**src/design/mac_consts.svh**
```systemverilog
/*
  Constants of the multiply-accumulate datapath: native operand widths,
  product and accumulator widths, reset values and pipeline latency.
  Assumes inclusion by its bare name from the datapath package and modules.
*/
`ifndef MAC_CONSTS_SVH
`define MAC_CONSTS_SVH

`define MAC_W9       9
`define MAC_W18      18
`define MAC_W36      36
`define MAC_PROD_W   72
`define MAC_ACC_W    72
`define MAC_ACC_RST  72'h0000_0000_0000_0000_00
`define MAC_MULT_LAT 1

`endif

```
**src/design/mac_pkg.sv**
```systemverilog
/*
  Types shared by the multiply-accumulate datapath modules.
  Assumes mac_consts.svh sits beside it.
*/
`include "mac_consts.svh"

package mac_pkg;
  typedef enum logic [1:0] {
    WIDTH_X9,
    WIDTH_X18,
    WIDTH_X36
  } width_e;
endpackage

```
**src/design/mac_accumulator_overflow.sv**
```systemverilog
/*
  Multiply-accumulate datapath with a one-cycle accumulator overflow pulse.
  Assumes fabric logic on core_clk supplies operands already padded to a
  native width (zero fill for unsigned, sign fill for signed) and counts the
  overflow pulses itself when it needs a wider result.
*/
`timescale 1ns/100ps
`default_nettype none
`include "mac_consts.svh"

module mac_accumulator_overflow
  import mac_pkg::*;
#(
  parameter int ACC_W = `MAC_ACC_W   // accumulator width, not below the product width
)
(
  input  wire logic                 core_clk,      // datapath clock, 20 MHz
  input  wire logic                 resetn,        // synchronous reset, active low
  input  wire logic                 mac_en,        // accept operands this cycle
  input  wire logic                 acc_load,      // start a new sum with this product
  input  wire logic                 signed_mode,   // operands are two's complement
  input  wire width_e               op_width,      // native operand width
  input  wire logic [`MAC_W36-1:0]  op_a,          // operand a, padded to width
  input  wire logic [`MAC_W36-1:0]  op_b,          // operand b, padded to width
  output logic [ACC_W-1:0]          acc_out,       // accumulated sum
  output logic                      acc_valid,     // acc_out updated last edge
  output logic                      overflow       // one-cycle roll-over pulse
);

  logic                   prod_valid;
  logic                   prod_load;
  logic                   prod_signed;
  logic [`MAC_PROD_W-1:0] prod;

  mac_operand_mult u_mult (
    .core_clk   (core_clk),
    .resetn     (resetn),
    .valid_in   (mac_en),
    .load_in    (acc_load),
    .signed_in  (signed_mode),
    .width_in   (op_width),
    .op_a       (op_a),
    .op_b       (op_b),
    .valid_reg  (prod_valid),
    .load_reg   (prod_load),
    .signed_reg (prod_signed),
    .prod_reg   (prod)
  );

  logic [ACC_W-1:0] acc_reg;
  logic [ACC_W-1:0] acc_next;
  logic             ovf_reg;
  logic             ovf_next;
  logic             valid_reg;
  logic             valid_next;
  logic [ACC_W-1:0] prod_ext;
  logic [ACC_W:0]   sum;
  logic             unsigned_wrap;
  logic             signed_wrap;

  always_comb begin
    // sign-extend in signed mode so the sum keeps two's complement meaning
    if (prod_signed) begin
      prod_ext = ACC_W'($signed(prod));
    end else begin
      prod_ext = ACC_W'(prod);
    end
    sum = {1'b0, acc_reg} + {1'b0, prod_ext};
    // carry out means the result came out smaller than an addend
    unsigned_wrap = sum[ACC_W];
    // like signs in, other sign out
    signed_wrap = (acc_reg[ACC_W-1] == prod_ext[ACC_W-1]) &&
                  (sum[ACC_W-1] != acc_reg[ACC_W-1]);
    acc_next   = acc_reg;
    ovf_next   = 1'b0;
    valid_next = prod_valid;
    if (prod_valid) begin
      if (prod_load) begin
        // a fresh sum starts from zero, so it cannot roll over
        acc_next = prod_ext;
      end else begin
        acc_next = sum[ACC_W-1:0];
        ovf_next = prod_signed ? signed_wrap : unsigned_wrap;
      end
    end
  end

  always_ff @(posedge core_clk) begin
    if (!resetn) begin
      acc_reg   <= `MAC_ACC_RST;
      ovf_reg   <= 1'b0;
      valid_reg <= 1'b0;
    end else begin
      acc_reg   <= acc_next;
      ovf_reg   <= ovf_next;
      valid_reg <= valid_next;
    end
  end

  assign acc_out   = acc_reg;
  assign acc_valid = valid_reg;
  assign overflow  = ovf_reg;

  // assertion helpers
  logic             add_step;

  assign add_step = prod_valid && !prod_load;

  property p_ovf_has_cause;
    @(posedge core_clk) disable iff (!resetn)
      overflow |-> $past(add_step);
  endproperty
  a_ovf_has_cause: assert property (p_ovf_has_cause) else $error("overflow without accumulate step");

  property p_unsigned_wrap;
    @(posedge core_clk) disable iff (!resetn)
      (add_step && !prod_signed) ##1 (acc_out < $past(acc_out)) |-> overflow;
  endproperty
  a_unsigned_wrap: assert property (p_unsigned_wrap) else $error("unsigned roll-over not flagged");

  property p_unsigned_nowrap;
    @(posedge core_clk) disable iff (!resetn)
      (add_step && !prod_signed) ##1 (acc_out >= $past(acc_out)) |-> !overflow;
  endproperty
  a_unsigned_nowrap: assert property (p_unsigned_nowrap) else $error("false unsigned overflow");

  property p_signed_pos;
    @(posedge core_clk) disable iff (!resetn)
      (add_step && prod_signed && !acc_reg[ACC_W-1] && !prod_ext[ACC_W-1]) ##1 acc_out[ACC_W-1]
        |-> overflow;
  endproperty
  a_signed_pos: assert property (p_signed_pos) else $error("positive roll-over not flagged");

  property p_signed_neg;
    @(posedge core_clk) disable iff (!resetn)
      (add_step && prod_signed && acc_reg[ACC_W-1] && prod_ext[ACC_W-1]) ##1 !acc_out[ACC_W-1]
        |-> overflow;
  endproperty
  a_signed_neg: assert property (p_signed_neg) else $error("negative roll-over not flagged");

  property p_signed_mixed;
    @(posedge core_clk) disable iff (!resetn)
      (add_step && prod_signed && (acc_reg[ACC_W-1] != prod_ext[ACC_W-1])) |=> !overflow;
  endproperty
  a_signed_mixed: assert property (p_signed_mixed) else $error("mixed-sign add flagged overflow");

  property p_pulse_one_cycle;
    @(posedge core_clk) disable iff (!resetn)
      (overflow && !add_step) |=> !overflow;
  endproperty
  a_pulse_one_cycle: assert property (p_pulse_one_cycle) else $error("overflow held past one cycle");

  property p_accumulate;
    @(posedge core_clk) disable iff (!resetn)
      (add_step && !prod_signed) |=> acc_out == ACC_W'($past(acc_out) + ACC_W'($past(prod)));
  endproperty
  a_accumulate: assert property (p_accumulate) else $error("accumulator not product plus sum");

  property p_hold;
    @(posedge core_clk) disable iff (!resetn)
      !prod_valid |=> $stable(acc_out) && !acc_valid;
  endproperty
  a_hold: assert property (p_hold) else $error("accumulator moved without product");

  property p_latency;
    @(posedge core_clk) disable iff (!resetn)
      (mac_en && !acc_load) |-> ##2 acc_valid;
  endproperty
  a_latency: assert property (p_latency) else $error("result not two cycles after operands");

  // expectations rebuild the sum from the registered product, not from the adder
  property p_accumulate_signed;
    @(posedge core_clk) disable iff (!resetn)
      (add_step && prod_signed)
        |=> acc_out == ACC_W'($past(acc_out) + ACC_W'($signed($past(prod))));
  endproperty
  a_accumulate_signed: assert property (p_accumulate_signed) else $error("signed sum wrong");

  property p_load_unsigned;
    @(posedge core_clk) disable iff (!resetn)
      (prod_valid && prod_load && !prod_signed) |=> acc_out == ACC_W'($past(prod));
  endproperty
  a_load_unsigned: assert property (p_load_unsigned) else $error("unsigned load not the product");

  property p_load_signed;
    @(posedge core_clk) disable iff (!resetn)
      (prod_valid && prod_load && prod_signed) |=> acc_out == ACC_W'($signed($past(prod)));
  endproperty
  a_load_signed: assert property (p_load_signed) else $error("signed load not the product");

  property p_load_no_ovf;
    @(posedge core_clk) disable iff (!resetn)
      (prod_valid && prod_load) |=> !overflow;
  endproperty
  a_load_no_ovf: assert property (p_load_no_ovf) else $error("load flagged overflow");

  property p_ovf_with_valid;
    @(posedge core_clk) disable iff (!resetn)
      overflow |-> acc_valid;
  endproperty
  a_ovf_with_valid: assert property (p_ovf_with_valid) else $error("overflow without a result");

  property p_valid_has_product;
    @(posedge core_clk) disable iff (!resetn)
      acc_valid |-> $past(prod_valid);
  endproperty
  a_valid_has_product: assert property (p_valid_has_product) else $error("result without product");

  property p_signed_nowrap;
    @(posedge core_clk) disable iff (!resetn)
      (add_step && prod_signed && (acc_reg[ACC_W-1] == prod_ext[ACC_W-1]))
        ##1 (acc_out[ACC_W-1] == $past(acc_out[ACC_W-1])) |-> !overflow;
  endproperty
  a_signed_nowrap: assert property (p_signed_nowrap) else $error("false signed overflow");

  property p_reset_clear;
    @(posedge core_clk)
      !resetn |=> (acc_out == `MAC_ACC_RST) && !acc_valid
        && !overflow;
  endproperty
  a_reset_clear: assert property (p_reset_clear) else $error("reset left state behind");

endmodule
`default_nettype wire

```
**src/design/mac_operand_mult.sv**
```systemverilog
/*
  Native-width operand multiplier with one register stage.
  Assumes operands arrive already padded to the selected native width by
  the fabric; bits above the selected width are ignored and re-extended.
*/
`timescale 1ns/100ps
`default_nettype none
`include "mac_consts.svh"

module mac_operand_mult
  import mac_pkg::*;
(
  input  wire logic                     core_clk,    // datapath clock
  input  wire logic                     resetn,      // synchronous reset, active low
  input  wire logic                     valid_in,    // operands valid this cycle
  input  wire logic                     load_in,     // load rather than accumulate
  input  wire logic                     signed_in,   // operands are two's complement
  input  wire width_e                   width_in,    // native operand width
  input  wire logic [`MAC_W36-1:0]      op_a,        // operand a
  input  wire logic [`MAC_W36-1:0]      op_b,        // operand b
  output logic                          valid_reg,   // product valid
  output logic                          load_reg,    // load flag aligned to product
  output logic                          signed_reg,  // signed flag aligned to product
  output logic [`MAC_PROD_W-1:0]        prod_reg     // registered product
);

  // bits above the native width are rebuilt here, so stray upper bits are harmless
  function automatic logic [`MAC_W36-1:0] native_op(input logic [`MAC_W36-1:0] op,
                                                   input width_e w, input logic sgn);
    logic fill;
    fill = 1'b0;
    case (w)
      WIDTH_X9: begin
        fill = sgn & op[`MAC_W9-1];
        native_op = {{(`MAC_W36-`MAC_W9){fill}}, op[`MAC_W9-1:0]};
      end
      WIDTH_X18: begin
        fill = sgn & op[`MAC_W18-1];
        native_op = {{(`MAC_W36-`MAC_W18){fill}}, op[`MAC_W18-1:0]};
      end
      default: begin
        native_op = op;
      end
    endcase
  endfunction

  logic [`MAC_W36-1:0]   a_nat;
  logic [`MAC_W36-1:0]   b_nat;
  logic [`MAC_W36*2+1:0] prod_full;
  logic                  valid_next;
  logic                  load_next;
  logic                  signed_next;
  logic [`MAC_PROD_W-1:0] prod_next;

  always_comb begin
    a_nat       = native_op(op_a, width_in, signed_in);
    b_nat       = native_op(op_b, width_in, signed_in);
    // one extra bit per operand lets one signed multiplier serve both modes
    prod_full   = $signed({signed_in & a_nat[`MAC_W36-1], a_nat}) *
                  $signed({signed_in & b_nat[`MAC_W36-1], b_nat});
    valid_next  = valid_in;
    load_next   = valid_in & load_in;
    signed_next = valid_in ? signed_in : signed_reg;
    prod_next   = valid_in ? prod_full[`MAC_PROD_W-1:0] : prod_reg;
  end

  always_ff @(posedge core_clk) begin
    if (!resetn) begin
      valid_reg  <= 1'b0;
      load_reg   <= 1'b0;
      signed_reg <= 1'b0;
      prod_reg   <= '0;
    end else begin
      valid_reg  <= valid_next;
      load_reg   <= load_next;
      signed_reg <= signed_next;
      prod_reg   <= prod_next;
    end
  end

  property p_x9_unsigned_range;
    @(posedge core_clk) disable iff (!resetn)
      (valid_in && !signed_in && width_in == WIDTH_X9) |=> (prod_reg >> (2*`MAC_W9)) == '0;
  endproperty
  a_x9_unsigned_range: assert property (p_x9_unsigned_range) else $error("x9 unsigned product too wide");

  property p_x18_signed_small;
    @(posedge core_clk) disable iff (!resetn)
      (valid_in && signed_in && width_in == WIDTH_X18 && op_a[`MAC_W18-1:0] == 18'h0_0001)
        |=> prod_reg == `MAC_PROD_W'($signed($past(op_b[`MAC_W18-1:0])));
  endproperty
  a_x18_signed_small: assert property (p_x18_signed_small) else $error("x18 signed extension wrong");

endmodule
`default_nettype wire

```
**config.mk**
```make
export PLATFORM = sky130hd
export DESIGN_NAME = mac_accumulator_overflow
export DESIGN_NICKNAME = d
export VERILOG_FILES = /design/src/design/mac_pkg.sv /design/src/design/mac_accumulator_overflow.sv /design/src/design/mac_operand_mult.sv
export VERILOG_INCLUDE_DIRS = /design/src /design/src/design
export SDC_FILE = /design/constraint.sdc
export NUM_CORES = 2
export LEC_CHECK = 0
export BUFFER_PORTS_ARGS = -buffer_cell sky130_fd_sc_hd__buf_2
export CAP_MARGIN = 20
export CORE_ASPECT_RATIO = 1.25
export CORE_UTILIZATION = 60
export CTS_CLUSTER_DIAMETER = 150
export DETAILED_ROUTE_END_ITERATION = 8
export HOLD_SLACK_MARGIN = 0.02
export MAX_ROUTING_LAYER = met4
export PLACE_DENSITY = 0.82
export SETUP_SLACK_MARGIN = 0.4
export SLEW_MARGIN = 20
export SYNTH_ARGS = -nofsm -noshare
export SYNTH_HDL_FRONTEND = slang
export SYNTH_HIERARCHICAL = 1
export SYNTH_SLANG_ARGS = --single-unit
export TNS_END_PERCENT = 100
```
**constraint.sdc**
```tcl
create_clock -name core_clk -period 11.15 [get_ports core_clk]
set_input_delay 2.23 -clock core_clk [delete_from_list [all_inputs] [get_ports core_clk]]
set_output_delay 2.23 -clock core_clk [all_outputs]
set_load 0.01 [all_outputs]
```
Yosys cells after proc, flatten, opt, wreduce, memory -nomap -nowiden --
Cells that the tools add are included.
Operators by class: bitwise logic cells 9, add/subtract/negate cells 1, $mul 1, muxes and demuxes 4, reduce and logical (&&, ||, !) cells 3, eq/ne operators 3
Operators by type and width (number):
- $pmux W36 S2 | 2
- $add A72 B72 Y73 | 1
- $mul A37 B37 Y72 | 1
- $mux W72 | 1
- $and A1 B1 Y1 | 7
- $reduce_or A3 Y1 | 1
- $eq A2 B1 Y1 const B | 1
- $logic_not A2 Y1 | 1
- $not A1 Y1 | 2
- $eq A1 B1 Y1 | 1
- $logic_and A1 B1 Y1 | 1
- $mux W1 | 1
- $ne A1 B1 Y1 | 1
Storage, ports and cells: bits of input ports 79, word-level logic and storage cells 28, register bits after elaboration 149, output and inout port bits 74

Longest topological paths before layout --
depth in word-level cells 4, depth in mapped cells 36, depth with buffers taken out 32

Modules after synthesis --
Netlist, hierarchy kept.
By module, submodules not included:
- mac_operand_mult | cells an instance 5468, seq. area each 1501.4 um^2, area an instance 49617.6 um^2, instances 1
- mac_accumulator_overflow | cells an instance 1056, seq. area each 1481.4 um^2, area an instance 7621.1 um^2, instances 1

Worst setup path after synthesis --
OpenSTA, ideal clock, no wires.
path kind input -> register, start point in op_width[0], end point reg u_mult.prod_reg[71], data required time 11.018 ns, path slack 0.594 ns, cell stages on the path 27, buffers on the path 1, library setup time 0.132 ns, arrival 10.424 ns, path through mux2i_1 -> o21ai_1 -> o21ai_1 -> nor2_1 -> nand2_1 -> inv_1 -> fa_1 -> inv_1 -> fa_1 -> fa_1 -> fa_1 -> inv_1 -> fa_1 -> fa_1 -> fa_1 -> fa_1 -> ha_1 -> clkbuf_1 -> a21o_1 -> a211oi_1 -> nand2_1 -> nor3_2 -> o41ai_2 -> o31a_4 -> a221oi_2 -> xnor2_1 -> a21oi_1
Between the ends: cells in the longest elaborated chain, start to end 4, elaborated cells between the ends (all ways) 7, classes of those cells mul (1); eq/ne (1); mux (2); bitwise (2); reduce/logical (1)
Ends and longest elaborated chain:
- start, declared | RTL line mac_accumulator_overflow.sv:22 | input wire width_e op_width,
- $eq A2 B1 Y1 / $logic_not A2 Y1 (equally long branches) | RTL line mac_operand_mult.sv:32 | case (w)
- $pmux W36 S2 | RTL line mac_operand_mult.sv:32
- $and A1 B1 Y1 (on tied branches) | RTL line mac_operand_mult.sv:59, mac_operand_mult.sv:60
- $mul A37 B37 Y72 (*) | RTL line mac_operand_mult.sv:59 | prod_full = $signed({signed_in & a_nat[`MAC_W36-1], a_nat}) *
- end signal, assigned | RTL line mac_operand_mult.sv:77 | prod_reg <= prod_next;
- end, declared | RTL line mac_operand_mult.sv:24 | output logic [`MAC_PROD_W-1:0] prod_reg
Mark *: on every way between the ends. The rest lies on a longest branch, timed or not. A chain may end at the register's enable or synchronous reset.

Worst setup path after layout --
start point in op_width[0], end point reg u_mult.prod_reg[69]
Same word-level chain as after synthesis.

==> impl_metrics.env <==
export IMPL_yosysWarningCount=6
export IMPL_grt_pass1_wl_um=289000
export IMPL_final_max_slew_viol_count=0
export IMPL_grt_max_degree=68
export IMPL_drcViolationCount=0
export IMPL_port_buffers=152
export IMPL_cts_root_buf="clkbuf_16"
export IMPL_start_util_pct=60.6
export IMPL_start_kind="input pin"
export IMPL_max_cap_viol_count=0
export IMPL_die_h_um=347
export IMPL_holdBufCountCts=0
export IMPL_antenna_found_initial=5
export IMPL_tns_ns=0
export IMPL_via_per_inst=6.09
export IMPL_grt_pass1_vias=51700
export IMPL_syn_num_nets=8335
export IMPL_die_w_um=278
export IMPL_drt_wl_total_um=186000
export IMPL_synthCells=6524
export IMPL_netlist_area_mm2=0.0572
export IMPL_worstPathArrival_ns=10.93
export IMPL_ys_seq_area_share_pct=5.21
export IMPL_min_path_cells=2
export IMPL_dieArea_mm2=0.0966
export IMPL_final_cell_mix="fa_1, inv_1, nand2_1"
export IMPL_io_pins=153
export IMPL_wire_per_inst_um=24.0
export IMPL_cts_resized=0
export IMPL_cts_tree="yes"
export IMPL_synth_main_ff_cell="dfxtp_1"
export IMPL_slowest_stage="fa_1"
export IMPL_clk_latency_ns=0.47
export IMPL_cpMostUsedCell="fa_1"
export IMPL_track_usage_pct=41.1
export IMPL_ctsHtreeMaxLevel=4
export IMPL_area_delta_synth_final_pct=5.91
export IMPL_cts_sinks=149
export IMPL_clk_path_buf_depth=2
export IMPL_rows=126
export IMPL_overflow=0
export IMPL_core_area_mm2=0.0944
export IMPL_rsz0062_at_grt="true"
export IMPL_worst_path_max_fanout=35
export IMPL_drt_iter0_drc=4315
export IMPL_fin_crit_ns=10.60
export IMPL_ys_types=97
export IMPL_synth_edff_count=0
export IMPL_globalplace_congestion=1.04
export IMPL_hold_class="register to register"
export IMPL_drive_gt1_share_pct=6.99
export IMPL_synth_seq_cells=149
export IMPL_cts_made_buffers=17
export IMPL_cp_data_required_time_ns=11.48
export IMPL_synthArstFlopShare_pct=0
export IMPL_ant_nets=0
export IMPL_finalHoldViolations=0
export IMPL_max_freq_mhz=94.3
export IMPL_worstMarginPinSlew_ns=1.24
export IMPL_slew_headroom_pct=16.2
export IMPL_setup_viol=0
export IMPL_postCtsSetupBuffers=0
export IMPL_end_kind="register"
export IMPL_hpwl_um=152000
export IMPL_period_share_pct=95.1
export IMPL_slowest_delay_ns=0.60
export IMPL_finalClockSkew_ns=0.0153
export IMPL_first_pass_iters=9
export IMPL_clkTransAtPathRegs_ns=0.07
export IMPL_final_common_cell="fa_1"
export IMPL_crit_type="input pin to register"
export IMPL_rr_worst_depth=12
export IMPL_final_nets=8335
export IMPL_outcome="completed"
export IMPL_vias=47300
export IMPL_synth_area_per_cell_um2=8.77
==> kinds of logic after synthesis <==
logic type                 count (synthesis)  synth area share (%)
and+or+nand+nor                         1941                  14.9
adders and majority gates               1732                  56.7
buffers and inverters                   1729                  11.4
AOI/OAI and AO/OA                        793                  8.93
DFF                                      149                  5.21
xor gates and xnor gates                 134                  2.05
muxes                                     46                 0.809
==> synthesized netlist by cell type (48+ instances only) <==
library cell  instances  share of area (%)
nor2_1              333                2.2
o21ai_0             157                1.4
xor2_1               50               0.77
clkbuf_1            341                2.2
a21oi_1             237                2.1
dfxtp_1             149                5.2
a21o_1               89                1.2
nand2_1            1124                7.4
xnor2_1              84                1.3
nor2b_1              65               0.71
fa_1               1434                 50
nand4_1              48               0.52
inv_1              1342                8.8
o21a_1               56               0.73
and2_1              218                2.4
ha_1                298                6.5
==> worst paths after layout <==
kind	endpoint	slack, ns	start
setup reg to reg	acc_out[58]	7.38	acc_out[0]
hold / removal	u_mult/prod_reg[0]	0.51	u_mult/prod_reg[0]
hold reg to reg	u_mult/prod_reg[0]	0.51	u_mult/prod_reg[0]
setup / recovery	u_mult/prod_reg[69]	0.55	op_width[0]
==> metrics by stage <==
| stage | setup slack, ns | util, % | hold slack, ns | cells | instance area [um^2] |
|---|---|---|---|---|---|
| after floorplan | 0.594 | - | 0.442 | 6524 | 57200 |
| after global placement | -0.0135 | 63.5 | 0.478 | 7721 | 60000 |
| after detailed placement | 0.0993 | 63.5 | 0.497 | 7721 | 60000 |
| after CTS | 0.547 | 64.1 | 0.507 | 7753 | 60600 |
| after global routing | 0.318 | 64.2 | 0.524 | 7757 | 60600 |
| final | 0.551 | 64.2 | 0.508 | 7758 | 60600 |
==> cell type report <==
type,count,area [um^2]
Antenna cell,5,12.5
Clock buffer,18,439
Tap cell,1216,1520
Inverter,1345,5050
Fill cell,7812,33800
Sequential cell,149,2990
Clock inverter,14,119
Multi-Input combinational cell,4646,47800
Timing Repair Buffer,365,2730
==> worst max-delay path, delay by kind of cell <==
family          cells  cell delay, ns
fa+ha+maj           9            4.50
simple gates        6            1.40
compound gates      7            1.38
buf+inv            10            1.13
mux                 1            0.24
==> routing by layer <==
layer / vias up / wire [um] / track usage [%] / share of wire, %
met4: 0 / 20900 / 36.4 / 11
met5: - / 0 / - / 0
met1: 23700 / 57700 / 42.9 / 31
li1: 19600 / - / - / -
met3: 1177 / 16500 / 8.21 / 8.9
met2: 2739 / 91200 / 66.4 / 49
Power is left out: the tool's default activity adds up to more than one toggle a clock period on the data nets, which glitch-free logic cannot reach.
